### src/verilog/sdbs_params.svh
`ifndef SDBS_PARAMS_SVH
`define SDBS_PARAMS_SVH

// ----------------------------------------
// clock
// ----------------------------------------
`define SDBS_CLK_NS        50

// ----------------------------------------
// bank timing, ns and derived cycles (rounded up)
// ----------------------------------------
`define SDBS_T_RCD_NS      60
`define SDBS_T_RP_NS       60
`define SDBS_T_DPL_NS      60
`define SDBS_RCD_CYC       ((`SDBS_T_RCD_NS + `SDBS_CLK_NS - 1) / `SDBS_CLK_NS)
`define SDBS_RP_CYC        ((`SDBS_T_RP_NS + `SDBS_CLK_NS - 1) / `SDBS_CLK_NS)
`define SDBS_DPL_CYC       ((`SDBS_T_DPL_NS + `SDBS_CLK_NS - 1) / `SDBS_CLK_NS)

// ----------------------------------------
// widths, field positions, reset values
// ----------------------------------------
`define SDBS_NUM_BANKS     2
`define SDBS_ADDR_W        11
`define SDBS_COL_W         8
`define SDBS_AP_BIT        10
`define SDBS_BEAT_W        9
`define SDBS_TIMER_W       4
`define SDBS_PIN_W         16
`define SDBS_PIN_IDLE      16'h8000

`endif

### src/verilog/sdbs_pkg.sv
package sdbs_pkg;

    // ----------------------------------------
    // command pins, cs_n in the top bit
    // ----------------------------------------
    typedef struct packed {
        logic        cs_n;
        logic        ras_n;
        logic        cas_n;
        logic        we_n;
        logic        bank_select_line;
        logic [10:0] addr;
    } sdbs_pins_t;

    typedef enum logic [3:0] {
        SDBS_CMD_DESL  = 4'b0000,
        SDBS_CMD_NOP   = 4'b0001,
        SDBS_CMD_BST   = 4'b0010,
        SDBS_CMD_READ  = 4'b0011,
        SDBS_CMD_WRITE = 4'b0100,
        SDBS_CMD_ACT   = 4'b0101,
        SDBS_CMD_PRE   = 4'b0110,
        SDBS_CMD_REF   = 4'b0111,
        SDBS_CMD_MRS   = 4'b1000
    } sdbs_cmd_t;

    typedef enum logic [3:0] {
        SDBS_ST_IDLE       = 4'b0000,
        SDBS_ST_ACTIVATING = 4'b0001,
        SDBS_ST_ROW_ACTIVE = 4'b0010,
        SDBS_ST_READ       = 4'b0011,
        SDBS_ST_READ_AP    = 4'b0100,
        SDBS_ST_WRITE      = 4'b0101,
        SDBS_ST_WRITE_AP   = 4'b0110,
        SDBS_ST_WR_RECOV   = 4'b0111,
        SDBS_ST_WR_RECOV_AP= 4'b1000,
        SDBS_ST_PRECHARGE  = 4'b1001
    } sdbs_state_t;

endpackage

### src/verilog/sdbs_bank.sv
`timescale 1ns/10ps
`include "sdbs_params.svh"

module sdbs_bank
    import sdbs_pkg::*;
(
    input  wire logic                      clk_sys,
    input  wire logic                      sys_rst,
    input  wire sdbs_cmd_t                 cmd,
    input  wire logic                      target,
    input  wire logic                      auto_pre,
    input  wire logic [`SDBS_BEAT_W-1:0]   burst_len,
    output sdbs_state_t                    state,
    output logic                           illegal
);

    localparam int RCD_CYC = `SDBS_RCD_CYC;
    localparam int RP_CYC  = `SDBS_RP_CYC;
    localparam logic [`SDBS_TIMER_W-1:0] RCD_LOAD = `SDBS_TIMER_W'(`SDBS_RCD_CYC - 1);
    localparam logic [`SDBS_TIMER_W-1:0] RP_LOAD  = `SDBS_TIMER_W'(`SDBS_RP_CYC - 1);
    localparam logic [`SDBS_TIMER_W-1:0] DPL_LOAD = `SDBS_TIMER_W'(`SDBS_DPL_CYC - 1);

    logic [`SDBS_TIMER_W-1:0] timer;
    logic [`SDBS_BEAT_W-1:0]  beats;
    sdbs_state_t              next_state;
    logic [`SDBS_TIMER_W-1:0] next_timer;
    logic [`SDBS_BEAT_W-1:0]  next_beats;
    logic                     next_illegal;
    logic                     col_hit;

    // any command other than deselect, nop or burst stop touching this bank
    function automatic logic sdbs_foreign(input sdbs_cmd_t c, input logic t);
        sdbs_foreign = (c == SDBS_CMD_REF) || (c == SDBS_CMD_MRS) ||
                       (t && (c == SDBS_CMD_READ || c == SDBS_CMD_WRITE ||
                              c == SDBS_CMD_ACT  || c == SDBS_CMD_PRE));
    endfunction

    function automatic sdbs_state_t sdbs_col_state(input sdbs_cmd_t c, input logic ap);
        if (c == SDBS_CMD_READ) begin
            sdbs_col_state = ap ? SDBS_ST_READ_AP : SDBS_ST_READ;
        end else begin
            sdbs_col_state = ap ? SDBS_ST_WRITE_AP : SDBS_ST_WRITE;
        end
    endfunction

    // ----------------------------------------
    // next state
    // ----------------------------------------
    always_comb begin
        next_state   = state;
        next_timer   = (timer != '0) ? timer - 1'b1 : timer;
        next_beats   = (beats != '0) ? beats - 1'b1 : beats;
        next_illegal = 1'b0;
        col_hit      = target && (cmd == SDBS_CMD_READ || cmd == SDBS_CMD_WRITE);
        case (state)
            SDBS_ST_IDLE: begin
                if (target && cmd == SDBS_CMD_ACT) begin
                    next_state = SDBS_ST_ACTIVATING;
                    next_timer = RCD_LOAD;
                end else if (col_hit) begin
                    next_illegal = 1'b1;
                end
            end
            SDBS_ST_ACTIVATING: begin
                next_illegal = sdbs_foreign(cmd, target);
                if (timer == '0) begin
                    next_state = SDBS_ST_ROW_ACTIVE;
                end
            end
            SDBS_ST_ROW_ACTIVE, SDBS_ST_READ, SDBS_ST_WRITE, SDBS_ST_WR_RECOV: begin
                if (col_hit) begin
                    next_state = sdbs_col_state(cmd, auto_pre);
                    next_beats = `SDBS_BEAT_W'(burst_len - 1'b1);
                end else if (target && cmd == SDBS_CMD_PRE && state != SDBS_ST_WR_RECOV) begin
                    next_state = SDBS_ST_PRECHARGE;
                    next_timer = RP_LOAD;
                end else if (sdbs_foreign(cmd, target)) begin
                    next_illegal = 1'b1;
                end else if (state == SDBS_ST_WR_RECOV) begin
                    if (timer == '0) begin
                        next_state = SDBS_ST_ROW_ACTIVE;
                    end
                end else if (state != SDBS_ST_ROW_ACTIVE) begin
                    if (cmd == SDBS_CMD_BST) begin
                        next_state = SDBS_ST_ROW_ACTIVE;
                    end else if (beats == '0 && state == SDBS_ST_READ) begin
                        next_state = SDBS_ST_ROW_ACTIVE;
                    end else if (beats == '0) begin
                        next_state = SDBS_ST_WR_RECOV;
                        next_timer = DPL_LOAD;
                    end
                end
            end
            SDBS_ST_READ_AP, SDBS_ST_WRITE_AP: begin
                next_illegal = sdbs_foreign(cmd, target) || cmd == SDBS_CMD_BST;
                if (beats == '0 && state == SDBS_ST_READ_AP) begin
                    next_state = SDBS_ST_PRECHARGE;
                    next_timer = RP_LOAD;
                end else if (beats == '0) begin
                    next_state = SDBS_ST_WR_RECOV_AP;
                    next_timer = DPL_LOAD;
                end
            end
            SDBS_ST_WR_RECOV_AP: begin
                // burst stop is a no-op once the burst is over
                next_illegal = sdbs_foreign(cmd, target);
                if (timer == '0) begin
                    next_state = SDBS_ST_PRECHARGE;
                    next_timer = RP_LOAD;
                end
            end
            SDBS_ST_PRECHARGE: begin
                // repeated precharge neither restarts nor shortens the period
                next_illegal = sdbs_foreign(cmd, target) && cmd != SDBS_CMD_PRE;
                if (timer == '0) begin
                    next_state = SDBS_ST_IDLE;
                end
            end
            default: begin
                next_state = SDBS_ST_IDLE;
            end
        endcase
    end

    // ----------------------------------------
    // registers
    // ----------------------------------------
    always_ff @(posedge clk_sys) begin
        if (sys_rst) begin
            state <= SDBS_ST_IDLE;
            timer <= '0;
        end else begin
            state <= next_state;
            timer <= next_timer;
        end
    end

    always_ff @(posedge clk_sys) begin
        if (sys_rst) begin
            beats <= '0;
        end else begin
            beats <= next_beats;
        end
    end

    always_ff @(posedge clk_sys) begin
        if (sys_rst) begin
            illegal <= 1'b0;
        end else begin
            illegal <= next_illegal;
        end
    end

    // ----------------------------------------
    // checks
    // ----------------------------------------
    property p_wap_continue;
        @(posedge clk_sys) disable iff (sys_rst)
        state == SDBS_ST_WRITE_AP && beats != '0 |=> state == SDBS_ST_WRITE_AP;
    endproperty
    a_wap_continue: assert property (p_wap_continue) else $error("auto write left early");

    property p_wap_recover;
        @(posedge clk_sys) disable iff (sys_rst)
        state == SDBS_ST_WRITE_AP && beats == '0 |=> state == SDBS_ST_WR_RECOV_AP
            ##[1:4] state == SDBS_ST_PRECHARGE;
    endproperty
    a_wap_recover: assert property (p_wap_recover) else $error("no auto precharge");

    property p_pre_idle;
        @(posedge clk_sys) disable iff (sys_rst)
        $changed(state) && state == SDBS_ST_PRECHARGE |-> ##RP_CYC state == SDBS_ST_IDLE;
    endproperty
    a_pre_idle: assert property (p_pre_idle) else $error("precharge period wrong");

    property p_pre_repeat;
        @(posedge clk_sys) disable iff (sys_rst)
        state == SDBS_ST_PRECHARGE && target && cmd == SDBS_CMD_PRE
            |=> !illegal && (state == SDBS_ST_IDLE || timer == $past(timer) - 1'b1);
    endproperty
    a_pre_repeat: assert property (p_pre_repeat) else $error("repeat precharge acted");

    property p_act_wait;
        @(posedge clk_sys) disable iff (sys_rst)
        state == SDBS_ST_IDLE && target && cmd == SDBS_CMD_ACT
            |=> state == SDBS_ST_ACTIVATING ##RCD_CYC state == SDBS_ST_ROW_ACTIVE;
    endproperty
    a_act_wait: assert property (p_act_wait) else $error("row delay wrong");

    property p_act_col_illegal;
        @(posedge clk_sys) disable iff (sys_rst)
        state == SDBS_ST_ACTIVATING && col_hit |=> illegal && state != SDBS_ST_READ
            && state != SDBS_ST_WRITE;
    endproperty
    a_act_col_illegal: assert property (p_act_col_illegal) else $error("early column taken");

    property p_wr_recov_back;
        @(posedge clk_sys) disable iff (sys_rst)
        state == SDBS_ST_WR_RECOV && !sdbs_foreign(cmd, target) && timer == '0
            |=> state == SDBS_ST_ROW_ACTIVE;
    endproperty
    a_wr_recov_back: assert property (p_wr_recov_back) else $error("recovery stuck");

    property p_wr_recov_pre;
        @(posedge clk_sys) disable iff (sys_rst)
        state == SDBS_ST_WR_RECOV && target && cmd == SDBS_CMD_PRE
            |=> illegal && state != SDBS_ST_PRECHARGE;
    endproperty
    a_wr_recov_pre: assert property (p_wr_recov_pre) else $error("precharge in recovery");

endmodule

### src/verilog/sdbs_top.sv
`timescale 1ns/10ps
`include "sdbs_params.svh"

module sdbs_top
    import sdbs_pkg::*;
(
    input  wire logic                     clk_sys,
    input  wire logic                     sys_rst,
    input  wire sdbs_pins_t               pins,
    input  wire logic [`SDBS_BEAT_W-1:0]  burst_len,
    output sdbs_state_t                   bank_state [`SDBS_NUM_BANKS],
    output logic [`SDBS_NUM_BANKS-1:0]    bank_illegal,
    output sdbs_cmd_t                     last_cmd,
    output logic                          last_bank,
    output logic [`SDBS_ADDR_W-1:0]       row_addr,
    output logic [`SDBS_COL_W-1:0]        col_addr,
    output logic                          col_auto_pre,
    output logic                          col_strobe
);

    sdbs_pins_t                          pin_s1;
    sdbs_pins_t                          pin_s2;
    sdbs_pins_t                          pin_s3;
    sdbs_pins_t                          pin_now;
    logic [`SDBS_PIN_W-1:0]              pin_agree;
    sdbs_cmd_t                           cmd;
    logic [`SDBS_NUM_BANKS-1:0]          target;
    logic                                auto_pre;

    // ----------------------------------------
    // command decode
    // ----------------------------------------
    function automatic sdbs_cmd_t sdbs_decode(input sdbs_pins_t p);
        if (p.cs_n) begin
            sdbs_decode = SDBS_CMD_DESL;
        end else begin
            case ({p.ras_n, p.cas_n, p.we_n})
                3'h7:    sdbs_decode = SDBS_CMD_NOP;
                3'h6:    sdbs_decode = SDBS_CMD_BST;
                3'h5:    sdbs_decode = SDBS_CMD_READ;
                3'h4:    sdbs_decode = SDBS_CMD_WRITE;
                3'h3:    sdbs_decode = SDBS_CMD_ACT;
                3'h2:    sdbs_decode = SDBS_CMD_PRE;
                3'h1:    sdbs_decode = SDBS_CMD_REF;
                default: sdbs_decode = SDBS_CMD_MRS;
            endcase
        end
    endfunction

    function automatic logic sdbs_is_col(input sdbs_cmd_t c);
        sdbs_is_col = (c == SDBS_CMD_READ) || (c == SDBS_CMD_WRITE);
    endfunction

    // ----------------------------------------
    // pin synchroniser, three stages per bit
    // ----------------------------------------
    always_ff @(posedge clk_sys) begin
        if (sys_rst) begin
            pin_s1 <= `SDBS_PIN_IDLE;
            pin_s2 <= `SDBS_PIN_IDLE;
            pin_s3 <= `SDBS_PIN_IDLE;
        end else begin
            pin_s1 <= pins;
            pin_s2 <= pin_s1;
            pin_s3 <= pin_s2;
        end
    end

    // the word moves only once stages two and three agree
    genvar gb;
    generate
        for (gb = 0; gb < `SDBS_PIN_W; gb++) begin : g_pin
            assign pin_agree[gb] = (pin_s2[gb] == pin_s3[gb]);
        end
    endgenerate

    always_ff @(posedge clk_sys) begin
        if (sys_rst) begin
            pin_now <= `SDBS_PIN_IDLE;
        end else if (&pin_agree) begin
            pin_now <= pin_s3;
        end else begin
            // word in transit reads as deselect, so a command counts once
            pin_now <= `SDBS_PIN_IDLE;
        end
    end

    assign cmd      = sdbs_decode(pin_now);
    assign auto_pre = pin_now.addr[`SDBS_AP_BIT];

    // ----------------------------------------
    // bank targeting
    // ----------------------------------------
    genvar gk;
    generate
        for (gk = 0; gk < `SDBS_NUM_BANKS; gk++) begin : g_bank
            // precharge with the auto bit set reaches every bank
            assign target[gk] = (pin_now.bank_select_line == 1'(gk)) ||
                                (cmd == SDBS_CMD_PRE && auto_pre);

            sdbs_bank u_bank (
                .clk_sys   (clk_sys),
                .sys_rst   (sys_rst),
                .cmd       (cmd),
                .target    (target[gk]),
                .auto_pre  (auto_pre),
                .burst_len (burst_len),
                .state     (bank_state[gk]),
                .illegal   (bank_illegal[gk])
            );

            property p_target_only;
                @(posedge clk_sys) disable iff (sys_rst)
                $rose(bank_illegal[gk]) && sdbs_is_col($past(cmd))
                    |-> $past(pin_now.bank_select_line) == 1'(gk);
            endproperty
            a_target_only: assert property (p_target_only) else $error("wrong bank flagged");

            property p_other_free;
                @(posedge clk_sys) disable iff (sys_rst)
                (bank_state[gk] == SDBS_ST_ROW_ACTIVE || bank_state[gk] == SDBS_ST_WR_RECOV) &&
                    cmd == SDBS_CMD_READ &&
                    pin_now.bank_select_line == 1'(gk)
                    |=> !bank_illegal[gk];
            endproperty
            a_other_free: assert property (p_other_free) else $error("legal read flagged");
        end
    endgenerate

    // ----------------------------------------
    // command record
    // ----------------------------------------
    always_ff @(posedge clk_sys) begin
        if (sys_rst) begin
            last_cmd  <= SDBS_CMD_DESL;
            last_bank <= 1'b0;
        end else begin
            last_cmd  <= cmd;
            last_bank <= pin_now.bank_select_line;
        end
    end

    // ----------------------------------------
    // row and column address capture
    // ----------------------------------------
    always_ff @(posedge clk_sys) begin
        if (sys_rst) begin
            row_addr <= '0;
        end else if (cmd == SDBS_CMD_ACT) begin
            row_addr <= pin_now.addr;
        end
    end

    always_ff @(posedge clk_sys) begin
        if (sys_rst) begin
            col_addr     <= '0;
            col_auto_pre <= 1'b0;
        end else if (sdbs_is_col(cmd)) begin
            // bits 8 and 9 dropped on column commands
            col_addr     <= pin_now.addr[`SDBS_COL_W-1:0];
            col_auto_pre <= auto_pre;
        end
    end

    always_ff @(posedge clk_sys) begin
        if (sys_rst) begin
            col_strobe <= 1'b0;
        end else begin
            col_strobe <= sdbs_is_col(cmd);
        end
    end

    // ----------------------------------------
    // checks
    // ----------------------------------------
    property p_pin_settle;
        @(posedge clk_sys) disable iff (sys_rst)
        pin_s2 == pin_s3 |=> pin_now == $past(pin_s3);
    endproperty
    a_pin_settle: assert property (p_pin_settle) else $error("pin not sampled");

    property p_pin_hold;
        @(posedge clk_sys) disable iff (sys_rst)
        pin_s2 != pin_s3 |=> pin_now.cs_n;
    endproperty
    a_pin_hold: assert property (p_pin_hold) else $error("unsettled pin taken");

    property p_col_mask;
        @(posedge clk_sys) disable iff (sys_rst)
        sdbs_is_col(cmd) |=> col_strobe && col_addr == $past(pin_now.addr[7:0]);
    endproperty
    a_col_mask: assert property (p_col_mask) else $error("column address wrong");

endmodule
### config.mk
export PLATFORM = sky130hd
export DESIGN_NAME = sdbs_top
export DESIGN_NICKNAME = d
export VERILOG_FILES = /design/src/verilog/sdbs_pkg.sv /design/src/verilog/sdbs_bank.sv /design/src/verilog/sdbs_top.sv
export VERILOG_INCLUDE_DIRS = /design/src /design/src/verilog
export SDC_FILE = /design/constraint.sdc
export NUM_CORES = 1
export LEC_CHECK = 0
export BUFFER_PORTS_ARGS = -buffer_cell sky130_fd_sc_hd__buf_2
export CORE_MARGIN = 2
export CORE_UTILIZATION = 50
export CTS_BUF_LIST = sky130_fd_sc_hd__clkbuf_8
export DETAILED_ROUTE_END_ITERATION = 10
export PLACE_DENSITY = 0.7
export SYNTH_ARGS = -nofsm -noshare
export SYNTH_HDL_FRONTEND = slang
export SYNTH_SLANG_ARGS = --single-unit
### constraint.sdc
create_clock -name clk_sys -period 3.1 [get_ports clk_sys]
set_input_delay 0.93 -clock clk_sys [delete_from_list [all_inputs] [get_ports clk_sys]]
set_output_delay 0.93 -clock clk_sys [all_outputs]
set_load 0.02 [all_outputs]
* After elaboration in Yosys (flattened, before gate mapping)
Cells that the tools add are included.
** Operators by class
- Mux-type cells :: 79
- Equal/unequal tests :: 67
- Add/subtract/negate cells :: 5
- Reductions and logical operators :: 47
- Bitwise operators :: 2
** Operators with widths (number)
- $mux 4 :: 54
- $mux 9 :: 6
- $eq 4x3->1 const B :: 12
- $pmux 4 s6 :: 2
- $pmux 4 s4 :: 2
- $pmux 4 s7 :: 1
- $sub 9x1->9 const B :: 3
- $eq 4x2->1 const B :: 6
- $eq 4x4->1 const B :: 5
- $logic_not 9->1 :: 2
- $reduce_bool 9->1 :: 2
- $logic_and 1x1->1 :: 17
- $eq 1x1->1 :: 16
- $logic_not 4->1 :: 4
- $ne 4x2->1 const B :: 4
- $reduce_and 16->1 :: 1
- $reduce_and 7->1 :: 2
- $eq 3x3->1 const B :: 4
- $ne 2x1->1 const B :: 6
- $ne 4x3->1 const B :: 3
- $logic_or 1x1->1 :: 10
- $mux 1 :: 10
- $ne 5x1->1 const B :: 2
- $pmux 1 s5 :: 2
- other kinds (13) :: 24
** Storage, ports and cells
- Register bits :: 126
- Logic and storage cells :: 238
- Bits of input ports :: 27
- Output and inout bits :: 36

* Depth between registers and ports, before layout
Gate-level depths: netlist of the first run.
- Depth in word-level cells :: 13
- Depth in mapped cells :: 11
- Mapped depth without buffers :: 9

* By module
From an unflattened synthesis of the first run, not the netlist that was laid out.
** Unflattened totals
- Cells, all modules :: 700
- Area, all modules :: 6269.8 µm²
** By module, submodules not included
- sdbs_top :: area an instance 2891.5 µm², cells each 275, times used 1
- sdbs_bank at g_bank[1].u_bank :: area an instance 1729.2 µm², cells each 219, times used 1
- sdbs_bank at g_bank[0].u_bank :: area an instance 1649.1 µm², cells each 206, times used 1

* Worst setup path before layout of the first run
No wires, ideal clock.
- Path type :: reg-to-reg
- Start :: register pin_now[12] (netlist name)
- End :: register g_bank[1].u_bank.state[2]
- Cell stages (with the launch flop) :: 9
- Buffers on the path :: 1
- Data required time :: 2.978 ns
- Data arrival time :: 2.349 ns
- Setup time :: 0.122 ns
- Path slack :: 0.629 ns
- Path through :: dfxtp_1 inv_1 ha_1 or4b_4 o31ai_4 a221oi_1 or3_1 buf_4 o311a_1
** Between the ends
- Word-level cells in the longest chain between the ends :: 11
- Elaborated cells on any way between the ends :: 41
- Those cells by class :: eq/ne: 18; mux: 10; reduce/logical: 13
** Ends and longest elaborated chain
- from (decl) :: RTL line sdbs_top.sv:24 : sdbs_pins_t pin_now;
- from (signal assigned) :: RTL line sdbs_top.sv:79 : pin_now <= `SDBS_PIN_IDLE;
- from (signal assigned) :: RTL line sdbs_top.sv:81 : pin_now <= pin_s3;
- from (signal assigned) :: RTL line sdbs_top.sv:84 : pin_now <= `SDBS_PIN_IDLE;
- $eq 3x1->1 (tied with other cells) :: RTL line sdbs_top.sv:37 : case ({p.ras_n, p.cas_n, p.we_n})
- $pmux 4 s7 (*) :: RTL line sdbs_top.sv:37
- $mux 4 (*) :: RTL line sdbs_top.sv:34 : if (p.cs_n) begin
- $eq 4x2->1 (tied with other cells) :: RTL line sdbs_bank.sv:84 : if (cmd == SDBS_CMD_BST) begin
- $mux 4 (tied with other cells) :: RTL line sdbs_bank.sv:84
- $mux 4 (tied with other cells) :: RTL line sdbs_bank.sv:83 : end else if (state != SDBS_ST_ROW_ACTIVE) begin
- $mux 4 (tied with other cells) :: RTL line sdbs_bank.sv:79 : end else if (state == SDBS_ST_WR_RECOV) begin
- $mux 4 (tied with other cells) :: RTL line sdbs_bank.sv:77 : end else if (sdbs_foreign(cmd, target)) begin
- $mux 4 / $logic_or 1x1->1 (equally long branches) :: RTL line sdbs_bank.sv:74, sdbs_bank.sv:33
- $mux 4 / $ne 4x2->1 (equally long branches)
- $pmux 4 s6 / $reduce_and 7->1 (equally long branches)
- to (signal assigned) :: RTL line sdbs_bank.sv:133 : state <= next_state;
- to (decl) :: RTL line sdbs_bank.sv:13 : output sdbs_state_t state,
Every way passes the cells marked *; elsewhere a longest branch is shown, timed or not. The select of a mux whose other input is x is not followed.
A chain may end at the register's enable or synchronous reset.

* Worst setup path in the final report of the first run
- Start :: register pin_now[12] (netlist name)
- End :: register g_bank[0].u_bank.state[1]
** Between the ends
- Word-level cells in the longest chain between the ends :: 11
- Elaborated cells on any way between the ends :: 41
- Those cells by class :: eq/ne: 18; mux: 10; reduce/logical: 13
** Ends and longest elaborated chain (RTL line)
- $eq 3x1->1 (tied with other cells) :: sdbs_top.sv:37
- $pmux 4 s7 (*) :: sdbs_top.sv:37
- $mux 4 (*) :: sdbs_top.sv:34
- $eq 4x2->1 (tied with other cells) :: sdbs_bank.sv:84
- $mux 4 (tied with other cells) :: sdbs_bank.sv:84
- $mux 4 (tied with other cells) :: sdbs_bank.sv:83
- $mux 4 (tied with other cells) :: sdbs_bank.sv:79
- $mux 4 (tied with other cells) :: sdbs_bank.sv:77
- $mux 4 / $logic_or 1x1->1 (equally long branches) :: sdbs_bank.sv:74, sdbs_bank.sv:33
- $mux 4 / $ne 4x2->1 (equally long branches)
- $pmux 4 s6 / $reduce_and 7->1 (equally long branches)
- to (signal assigned) :: sdbs_bank.sv:133
- to (decl) :: sdbs_bank.sv:13
Marked as above.

==> results of run 1 <==
through the flow:
stage               instances  hold WS [ns]  power, W  utilization [%]
global placement          856         0.398   0.00346             55.0
floorplan                 677         0.389   0.00318                -
CTS                       888         0.412   0.00500             58.7
detailed placement        856         0.394   0.00350             55.0
global route              888         0.425   0.00529             58.7
finish                    888         0.418   0.00497             58.7
cell families after synthesis:
group                      after synthesis
buffers and inverters                   63
adders and majority gates               12
muxes                                   11
and+or+nand+nor                        288
xor gates and xnor gates                35
DFF                                    126
AOI/OAI and AO/OA                      142
registers in the layout (all words and copies together), names as in the netlist:
name and flops:
g_bank.u_bank.timer 8, last_bank 1, col_auto_pre 1, pin_s3 16, col_addr 8, last_cmd 4
g_bank.u_bank.beats 18, g_bank.u_bank.illegal 2, col_strobe 1, auto_pre 1, pin_s1 16, pin_now 15
g_bank.u_bank.state 8, pin_s2 16, row_addr 11
power by group through the flow:
stage          logic [W]  clock network (W)  registers, W
3_5_place_dp     0.00149                  0       0.00201
5_1_grt          0.00169            0.00159       0.00201
2_1_floorplan    0.00123                  0       0.00195
3_3_place_gp     0.00146                  0       0.00200
6_report         0.00150            0.00149       0.00197
4_1_cts          0.00150            0.00153       0.00197
cells in the final DEF, fill, tap and decap left out, types with 12 or more instances in the layout:
master and count:
ha_1 12, dfxtp_1 126, buf_2 62, nor3_1 18, and2_1 18, nor2b_1 47, clkbuf_8 19, a211oi_1 20
o21ai_0 13, nand2_1 78, nor2_1 52, inv_1 25, xnor2_1 14, nand3_1 15, a21oi_1 39, xor2_1 21
layout make-up:
class | instances | area (um^2) | area share, %
clock buffer | 19 | 262 | 3.88
inverter | 25 | 93.8 | 1.39
tap | 143 | 179 | 2.66
timing repair buffer | 74 | 413 | 6.13
clock inverter | 13 | 163 | 2.42
sequential | 126 | 2520 | 37.5
multi-input combinational | 488 | 3100 | 46.1
final timing paths:
path	startpoint	end	slack [ns]	depth (start not counted)
hold reg to reg	pin_s1[15]$_SDFF_PP1_	pin_s2[15]$_SDFF_PP1_	0.42	1
hold / removal	pin_s1[15]$_SDFF_PP1_	pin_s2[15]$_SDFF_PP1_	0.42	1
setup reg to reg	pin_now[12]$_SDFF_PP0_	g_bank[0].u_bank.state[1]$_SDFFE_PP0P_	0.39	8
setup / recovery	pin_now[12]$_SDFF_PP0_	g_bank[0].u_bank.state[1]$_SDFFE_PP0P_	0.39	8
metal layers:
metal,global-route usage [%],up-vias
li1,-,2488
met1,29.1,2297
met2,35.9,154
met3,4.81,25
met4,8.86,0
met5,0,-
==> impl_metrics.ini, run 1 <==
[global_route]
grt_max_degree = 72
grt_usage_pct = 22.2
grt_first_pass_wirelength_um = 22800
antenna_found_initial = 0
overflow = 0
grt_pass1_vias = 4728

[clock_network]
root_buffer = clkbuf_8
cts_tree = done
clk_pin_slew_worst_paths_ns = 0.07
cts.sinks = 126
clockBufferDepth = 2
cts_setup_buffers = 0
htree_num_levels = 4
cts_resized = 0
cts_buffers = 17
clk_latency_ns = 0.44
cts_hold_buffers = 0

[drt]
routed_via_density = 5.59
wl_per_cell_um = 15.4
drt-total-wl_um = 13600
wl_met3_um = 728
num_vias = 4964
ant_nets = 0
drt_pass1_iterations = 5
initialDrtViolationCount = 288
top_layer = met4
drc = 0
met1_length_um = 6310
dr_wl_met2_um = 6340

[cells_and_area]
final_cell_area_um2 = 6740
diodes = 0
fill_cells = 1025
fin_nets = 771
drive_above_1_share_pct = 16.9
area_growth_pct = 14.5

[sta]
tns_ns = 0
slew-limit-headroom_pct = 46.1
rsz0062_at_grt = false
max_clock_freq_ghz = 0.369
setup_ws_ns = 0.393
max_slew.worst_pin.slew_ns = 0.797
final_hold_viol_count = 0
finalCriticalPeriod_ns = 2.71
finalMaxSlewViolations = 0
setup_viol = 0
skew_ns = 0.0139
fin_crit_sh_pct = 87.3

[power_and_ir_drop]
seqPwrFrac_pct = 39.7
ir_drop_mv = 0.461
power.density_nw_per_um2 = 738
p_switching_w = 0.00167
p_int_w = 0.00330
p_sw_share_pct = 33.7
pwr-share-comb_pct = 30.3
power.clock.fraction_pct = 30.0
p_leak_nw = 2.72

[yosys]
synth_cell_types = 70
synth.largest_area_cell = dfxtp_1
synth-compound-area-share_pct = 17.0
synth_seq_cells = 126
yosys.area_share.simple_pct = 26.0
synth_most_common_cell = dfxtp_1
synth_common_cells = 126 x dfxtp_1, 78 x nand2_1, 52 x nor2_1
ys.flop_type = dfxtp_1
synthMuxAreaShare_pct = 1.94
synth_cells = 677
yosysWarnings = 0
netlist.area_leader.share_pct = 42.9
synth_top_family_by_area = simple AND/OR/NAND/NOR gates
syn_nets = 716
synth_fa_ha_area_share_pct = 2.55
synth_area_per_cell_um2 = 8.69
synth_edf_count = 0
synthesis.area_um2 = 5880
synth_area_leaders = dfxtp_1 43%, nor2b_1 5.0%, nand2_1 5.0%
synth-xor-area-share_pct = 5.21
seq_area_frac_synth_pct = 42.9
async_flop_share_pct = 0

[floorplan]
coreArea_um2 = 11500
initial_utilization_pct = 51.3
die_h_um = 112
io_pins = 63
dieArea_um2 = 12600
die_x_um = 112
row_count = 39

[setup_path]
cp_top_family = simple AND/OR/NAND/NOR gates
crit_path_cell_trace = inv_1 > ha_1 > or4b_4 > o31ai_1 > nand3_1 > a211o_1 > nand3_1 > mux2i_1
cp.required_ns = 3.47
critPathCaptureType = register
worstSetupPathType = reg2reg
path_max_fanout = 8
start_kind = register
critPathSlowestCell = or4b_4
cp_num_buf_inv = 1
crit_top_cell = nand3_1
cp.arrival_ns = 3.08
slowest_delay_ns = 0.54

[status]
status = finished clean

[placement]
hpwlAfterDp_um = 9830
finalWeightedCongestion = 0.934
portBuffers = 62
dp_slack_ns = 0.449
place_area_um2 = 6310

[hold_path]
min_path_type = reg2reg

[run]
cap_violations = 0
(Power assumes the default switching activity.)
==> inputs of run 2 (changes only) <==
--- a/config.mk
+++ b/config.mk
@@ -11,7 +11,7 @@
 export CORE_UTILIZATION = 50
 export CTS_BUF_LIST = sky130_fd_sc_hd__clkbuf_8
 export DETAILED_ROUTE_END_ITERATION = 10
-export PLACE_DENSITY = 0.7
+export PLACE_DENSITY = 0.73
 export SYNTH_ARGS = -nofsm -noshare
 export SYNTH_HDL_FRONTEND = slang
 export SYNTH_SLANG_ARGS = --single-unit
==> run 2 against run 1 <==
  * Sequential power hardly changed
  * Critical path type unchanged
  * First-iteration DRC count up 4.2%
  * Maximum frequency shrank 1.1%
  * Flip-flop and latch count did not move
  * Power decreased by 0.21%
  * Global-route usage is 0.15 points lower
  * Cell area down 0.33%
  * Die area is the same
  * Largest power group unchanged
  * Non-clock buffer count decreased by 3
==> impl_metrics.ini, run 2 (synthesis results as in run 1) <==
[placement]
hpwlAfterDp_um = 9600
portBuffers = 62
finalWeightedCongestion = 0.984

[sta]
whs_ns = 0.411
finalCriticalPeriod_ns = 2.74
finalMaxSlewViolations = 0
max_clock_freq_ghz = 0.365
slew-limit-headroom_pct = 45.2
rsz0062_at_grt = false
fin_crit_sh_pct = 88.3
final_hold_viol_count = 0
max_slew.worst_pin.slew_ns = 0.811
tns_ns = 0
skew_ns = 0.00708
setup_viol = 0

[floorplan]
dieArea_um2 = 12600
io_pins = 63
row_count = 39
die_x_um = 112
die_h_um = 112
initial_utilization_pct = 51.3
coreArea_um2 = 11500

[cells_and_area]
fin_nets = 768
top_register = g_bank.u_bank.beats
diodes = 0
drive_above_1_share_pct = 16.6
multi_input_comb_area_um2 = 3100
layout_common_cells = 126 x dfxtp_1, 78 x nand2_1, 62 x buf_2, 52 x nor2_1, 47 x nor2b_1
layout_commonest_cell = dfxtp_1
area_growth_pct = 14.1
seq_area_um2 = 2520
fill_cells = 1035
largest_reg_flops = 18

[drt]
wl_per_cell_um = 15.4
num_vias = 4940
initialDrtViolationCount = 300
drt-total-wl_um = 13700
routed_via_density = 5.58
ant_nets = 0
drc = 0
drt_pass1_iterations = 5

[setup_path]
cp_top_family = simple AND/OR/NAND/NOR gates
r2r-end = g_bank[1].u_bank.state[2]$_SDFFE_PP0P_
ff2ff_path_depth = 8
worstSetupPathType = reg2reg
r2r_setup_slack_ns = 0.36
cp.arrival_ns = 3.05
start_kind = register
critPathCaptureType = register
reg2reg_from = pin_now[12]$_SDFF_PP0_
cp.required_ns = 3.41
crit_path_cell_trace = inv_1 > ha_1 > nor4b_2 > nand2_1 > nor2_4 > a2111oi_4 > or3_1 > o311a_1
slowest_delay_ns = 0.46
path_max_fanout = 8
critical_path_depth = 8
crit_start = pin_now[12]$_SDFF_PP0_
critPathSlowestCell = or3_1
cp-endpoint = g_bank[1].u_bank.state[2]$_SDFFE_PP0P_
cp_num_buf_inv = 1

[clock_network]
cts_buffers = 17
clockBufferDepth = 2
htree_num_levels = 4
cts.sinks = 126
cts_tree = done
cts_setup_buffers = 0
clk_pin_slew_worst_paths_ns = 0.07
cts_hold_buffers = 0
clk_latency_ns = 0.43
cts_resized = 0
root_buffer = clkbuf_8

[global_route]
overflow = 0
grt_max_degree = 79
grt_pass1_vias = 4721
grt_usage_pct = 22.1
grt_first_pass_wirelength_um = 22600
antenna_found_initial = 0

[hold_path]
min_path_type = reg2reg
hold_depth = 1

[power_and_ir_drop]
power_w = 0.00496
power.density_nw_per_um2 = 739
ir_drop_mv = 0.406
p_leak_nw = 2.70

[status]
status = finished clean

[run]
cap_violations = 0
-- run 2: how the worst min path moves through the flow --
stage                          startpoint                     to
finish              pin_s1[15]$_SDFF_PP1_  pin_s2[15]$_SDFF_PP1_
global route        pin_s1[15]$_SDFF_PP1_  pin_s2[15]$_SDFF_PP1_
CTS                 pin_s1[15]$_SDFF_PP1_  pin_s2[15]$_SDFF_PP1_
detailed placement  pin_s1[15]$_SDFF_PP1_  pin_s2[15]$_SDFF_PP1_
global placement    pin_s1[15]$_SDFF_PP1_  pin_s2[15]$_SDFF_PP1_
floorplan           pin_s1[15]$_SDFF_PP1_  pin_s2[15]$_SDFF_PP1_
-- run 2: metrics by stage --
stage	area [um^2]	util [%]	std cells	setup WS [ns]
finish	6710	58.5	885	0.363
global route	6710	58.5	885	0.228
CTS	6710	58.5	885	0.414
detailed placement	6290	54.8	853	0.440
global placement	6290	54.8	853	0.502
floorplan	5880	-	677	0.629
-- run 2: area by class of cell --
type | instances | area share, %
clock buffers | 19 | 3.90
clock inverters | 13 | 2.42
inverters | 25 | 1.40
multi-input cells | 488 | 46.2
flip-flops and latches | 126 | 37.6
well taps | 143 | 2.67
repair buffers | 71 | 5.82
-- run 2: routing by layer --
layer	global-route usage (%)	share of wire [%]	vias to the layer above
li1	-	-	2489
met1	28.9	45	2250
met2	34.7	46	178
met3	6.53	6.9	23
met4	8.29	2.0	0
met5	0	0	-
-- run 2: where the power goes --
group          total [W]  switching [W]  leakage (nW)  internal, W
Combinational    0.00149       0.000829          1.45     0.000658
Clock            0.00149       0.000645         0.220     0.000842
Sequential       0.00199       0.000207          1.03      0.00178
-- run 2: worst register-to-register path: cells and delay by family, from the launching register on --
family                     cells  cell delay, ns
buffers and inverters          1            0.07
and+or+nand+nor                4            1.32
AOI/OAI and AO/OA              2            0.46
adders and majority gates      1            0.41
DFF                            1            0.36
==> inputs of run 3 (changes only) <==
--- a/config.mk
+++ b/config.mk
@@ -11,7 +11,9 @@
 export CORE_UTILIZATION = 50
 export CTS_BUF_LIST = sky130_fd_sc_hd__clkbuf_8
 export DETAILED_ROUTE_END_ITERATION = 10
-export PLACE_DENSITY = 0.73
+export PLACE_DENSITY = 0.72
+export RECOVER_POWER = 50
 export SYNTH_ARGS = -nofsm -noshare
 export SYNTH_HDL_FRONTEND = slang
+export SYNTH_HIERARCHICAL = 1
 export SYNTH_SLANG_ARGS = --single-unit
==> run 3 against run 2 <==
  * The flow now finishes with violations (capacitance limit, slew limit)
  * Synthesized area rose by 6.6%
  * Critical path depth up 2
  * Non-clock buffer count is 1 higher
==> impl_metrics.ini, run 3 <==
[status]
status = complete, but fails checks
violations = capacitance limit, slew limit

[setup_path]
cp.required_ns = 3.41
r2r-end = g_bank[0].u_bank/timer[1]$_SDFF_PP0_
critPathCaptureType = register
reg2reg_from = pin_now[13]$_SDFF_PP0_
cp.arrival_ns = 3.15
path_max_fanout = 8
r2r_setup_slack_ns = 0.26
start_kind = register
ff2ff_path_depth = 10
worstSetupPathType = reg2reg

[global_route]
grt_first_pass_wirelength_um = 22400
grt_pass1_vias = 4700
grt_max_degree = 78
overflow = 0
grt_usage_pct = 20.9
antenna_found_initial = 0

[floorplan]
die_x_um = 116
dieArea_um2 = 13500
die_h_um = 116
initial_utilization_pct = 51.8
row_count = 40
coreArea_um2 = 12100
io_pins = 63

[sta]
finalCriticalPeriod_ns = 2.84
tns_ns = 0
whs_ns = 0.413
setup_viol = 0
final_hold_viol_count = 0
max_clock_freq_ghz = 0.353
finalMaxSlewViolations = 42
skew_ns = 0.0149
rsz0062_at_grt = false
slew-limit-headroom_pct = -37.5
fin_crit_sh_pct = 91.5
max_slew.worst_pin.slew_ns = 2.06

[drt]
num_vias = 5117
drt_pass1_iterations = 5
drt-total-wl_um = 13400
initialDrtViolationCount = 359
routed_via_density = 5.49
wl_per_cell_um = 14.4
ant_nets = 0
drc = 0

[cells_and_area]
drive_above_1_share_pct = 18.8
diodes = 0
layout_common_cells = 126 x dfxtp_1, 61 x nand2_1, 60 x buf_2, 56 x nor2b_1, 41 x nor2_1
final_cells = 932
layout_commonest_cell = dfxtp_1
fin_nets = 790
largest_reg_flops = 18
area_growth_pct = 13.3
top_register = g_bank.u_bank/beats

[yosys]
async_flop_share_pct = 0
synth_cells = 700
synth.largest_area_cell = dfxtp_1
synth_common_cells = 126 x dfxtp_1, 61 x nand2_1, 56 x nor2b_1
ys.flop_type = dfxtp_1
syn_nets = 739
seq_area_frac_synth_pct = 40.2
synth_area_per_cell_um2 = 8.96
yosysWarnings = 6
synth_cell_types = 85
synth_area_leaders = dfxtp_1 40%, nor2b_1 5.6%, xnor2_1 4.7%
synth_seq_cells = 126
netlist.area_leader.share_pct = 40.2
synth_most_common_cell = dfxtp_1
synth_edf_count = 0
synthesis.area_um2 = 6270

[hold_path]
min_to = pin_s2[15]$_SDFF_PP1_
hold_path_startpoint = pin_s1[15]$_SDFF_PP1_
min_path_type = reg2reg
hold_depth = 1

[power_and_ir_drop]
power_w = 0.00502
ir_drop_mv = 0.423
power.density_nw_per_um2 = 706
p_leak_nw = 2.74

[clock_network]
root_buffer = clkbuf_8
cts.sinks = 126
cts_buffers = 17
cts_hold_buffers = 0
cts_resized = 0
htree_num_levels = 4
cts_tree = done
cts_setup_buffers = 0
clk_latency_ns = 0.44
clockBufferDepth = 2
clk_pin_slew_worst_paths_ns = 0.08

[placement]
placedCellCount = 899
hpwlAfterDp_um = 9560
finalWeightedCongestion = 0.915
portBuffers = 62

[run]
cap_violations = 1
==> run 3: cell count changes after synthesis, sizes merged, moves of 7 or more <==
cell and change:
nand2 -17, clkbuf -9, and2 -15, a31oi -7
nand3 -9, nor2 -11, xnor2 +20, xor2 -13
buf +12, inv +7, nor2b +9, and4 +17
==> run 3: layout make-up <==
type	instances	area, um^2
flip-flops and latches	126	2520
fillers	1109	5010
multi-input cells	502	3430
well taps	168	210
clock inverters	15	184
repair buffers	72	395
repair inverters	1	5.00
inverters	31	120
clock buffers	17	234
==> run 3: critical path: stages (launching register included) <==
cell,delay (ns)
dfxtp_1,0.43
nor2_1,0.09
xnor2_1,0.13
nand2b_1,0.22
o21ai_0,0.19
buf_4,0.20
o211ai_1,0.16
o211ai_1,0.18
o41a_1,0.49
a2111oi_2,0.49
o22ai_1,0.13
==> run 3: per-stage QoR <==
stage / worst slack (ns) / utilization (%) / cell area (um^2)
after floorplan: 0.566 / - / 6270
after global placement: 0.399 / 55.1 / 6680
after detailed placement: 0.221 / 55.1 / 6680
after CTS: 0.206 / 58.6 / 7100
after global routing: 0.0416 / 58.6 / 7100
final: 0.265 / 58.6 / 7100
==> run 3: where the power goes <==
part	total (W)	leakage, nW	internal, W	switching [W]
Clock	0.00150	0.209	0.000807	0.000689
Combinational	0.00159	1.50	0.000703	0.000886
Sequential	0.00193	1.03	0.00178	0.000153
Total	0.00502	2.74	0.00329	0.00173
==> run 3: per-layer routing <==
layer	wire [um]	global-route usage, %	up-vias	share of wire, %
li1	-	-	2597	-
met1	6360	27.8	2354	47
met2	6190	32.7	142	46
met3	647	4.97	24	4.8
met4	240	8.25	0	1.8
met5	0	0	-	0
==> run 3: worst max path at each step <==
stage / start / to / slack, ns / cells after the start
after global placement: pin_now[13]$_SDFF_PP0_ / g_bank[0].u_bank/timer[1]$_SDFF_PP0_ / 0.40 / 9
final: pin_now[13]$_SDFF_PP0_ / g_bank[0].u_bank/timer[1]$_SDFF_PP0_ / 0.26 / 10
after CTS: pin_now[13]$_SDFF_PP0_ / g_bank[0].u_bank/timer[1]$_SDFF_PP0_ / 0.21 / 9
after detailed placement: pin_now[13]$_SDFF_PP0_ / g_bank[0].u_bank/timer[1]$_SDFF_PP0_ / 0.22 / 9
after floorplan: pin_now[13]$_SDFF_PP0_ / g_bank[0].u_bank/timer[1]$_SDFF_PP0_ / 0.57 / 6
after global routing: pin_now[13]$_SDFF_PP0_ / g_bank[0].u_bank/timer[1]$_SDFF_PP0_ / 0.04 / 10
==> run 3: cells by family (layout without fill, tap and decap cells) <==
group	Yosys count	in the layout	share of synthesized area, %
and+or+nand+nor	295	295	27.6
AOI/OAI and AO/OA	144	144	17.2
DFF	126	126	40.2
buffers and inverters	72	136	5.17
xor gates and xnor gates	42	42	5.87
adders and majority gates	12	12	2.39
muxes	9	9	1.52
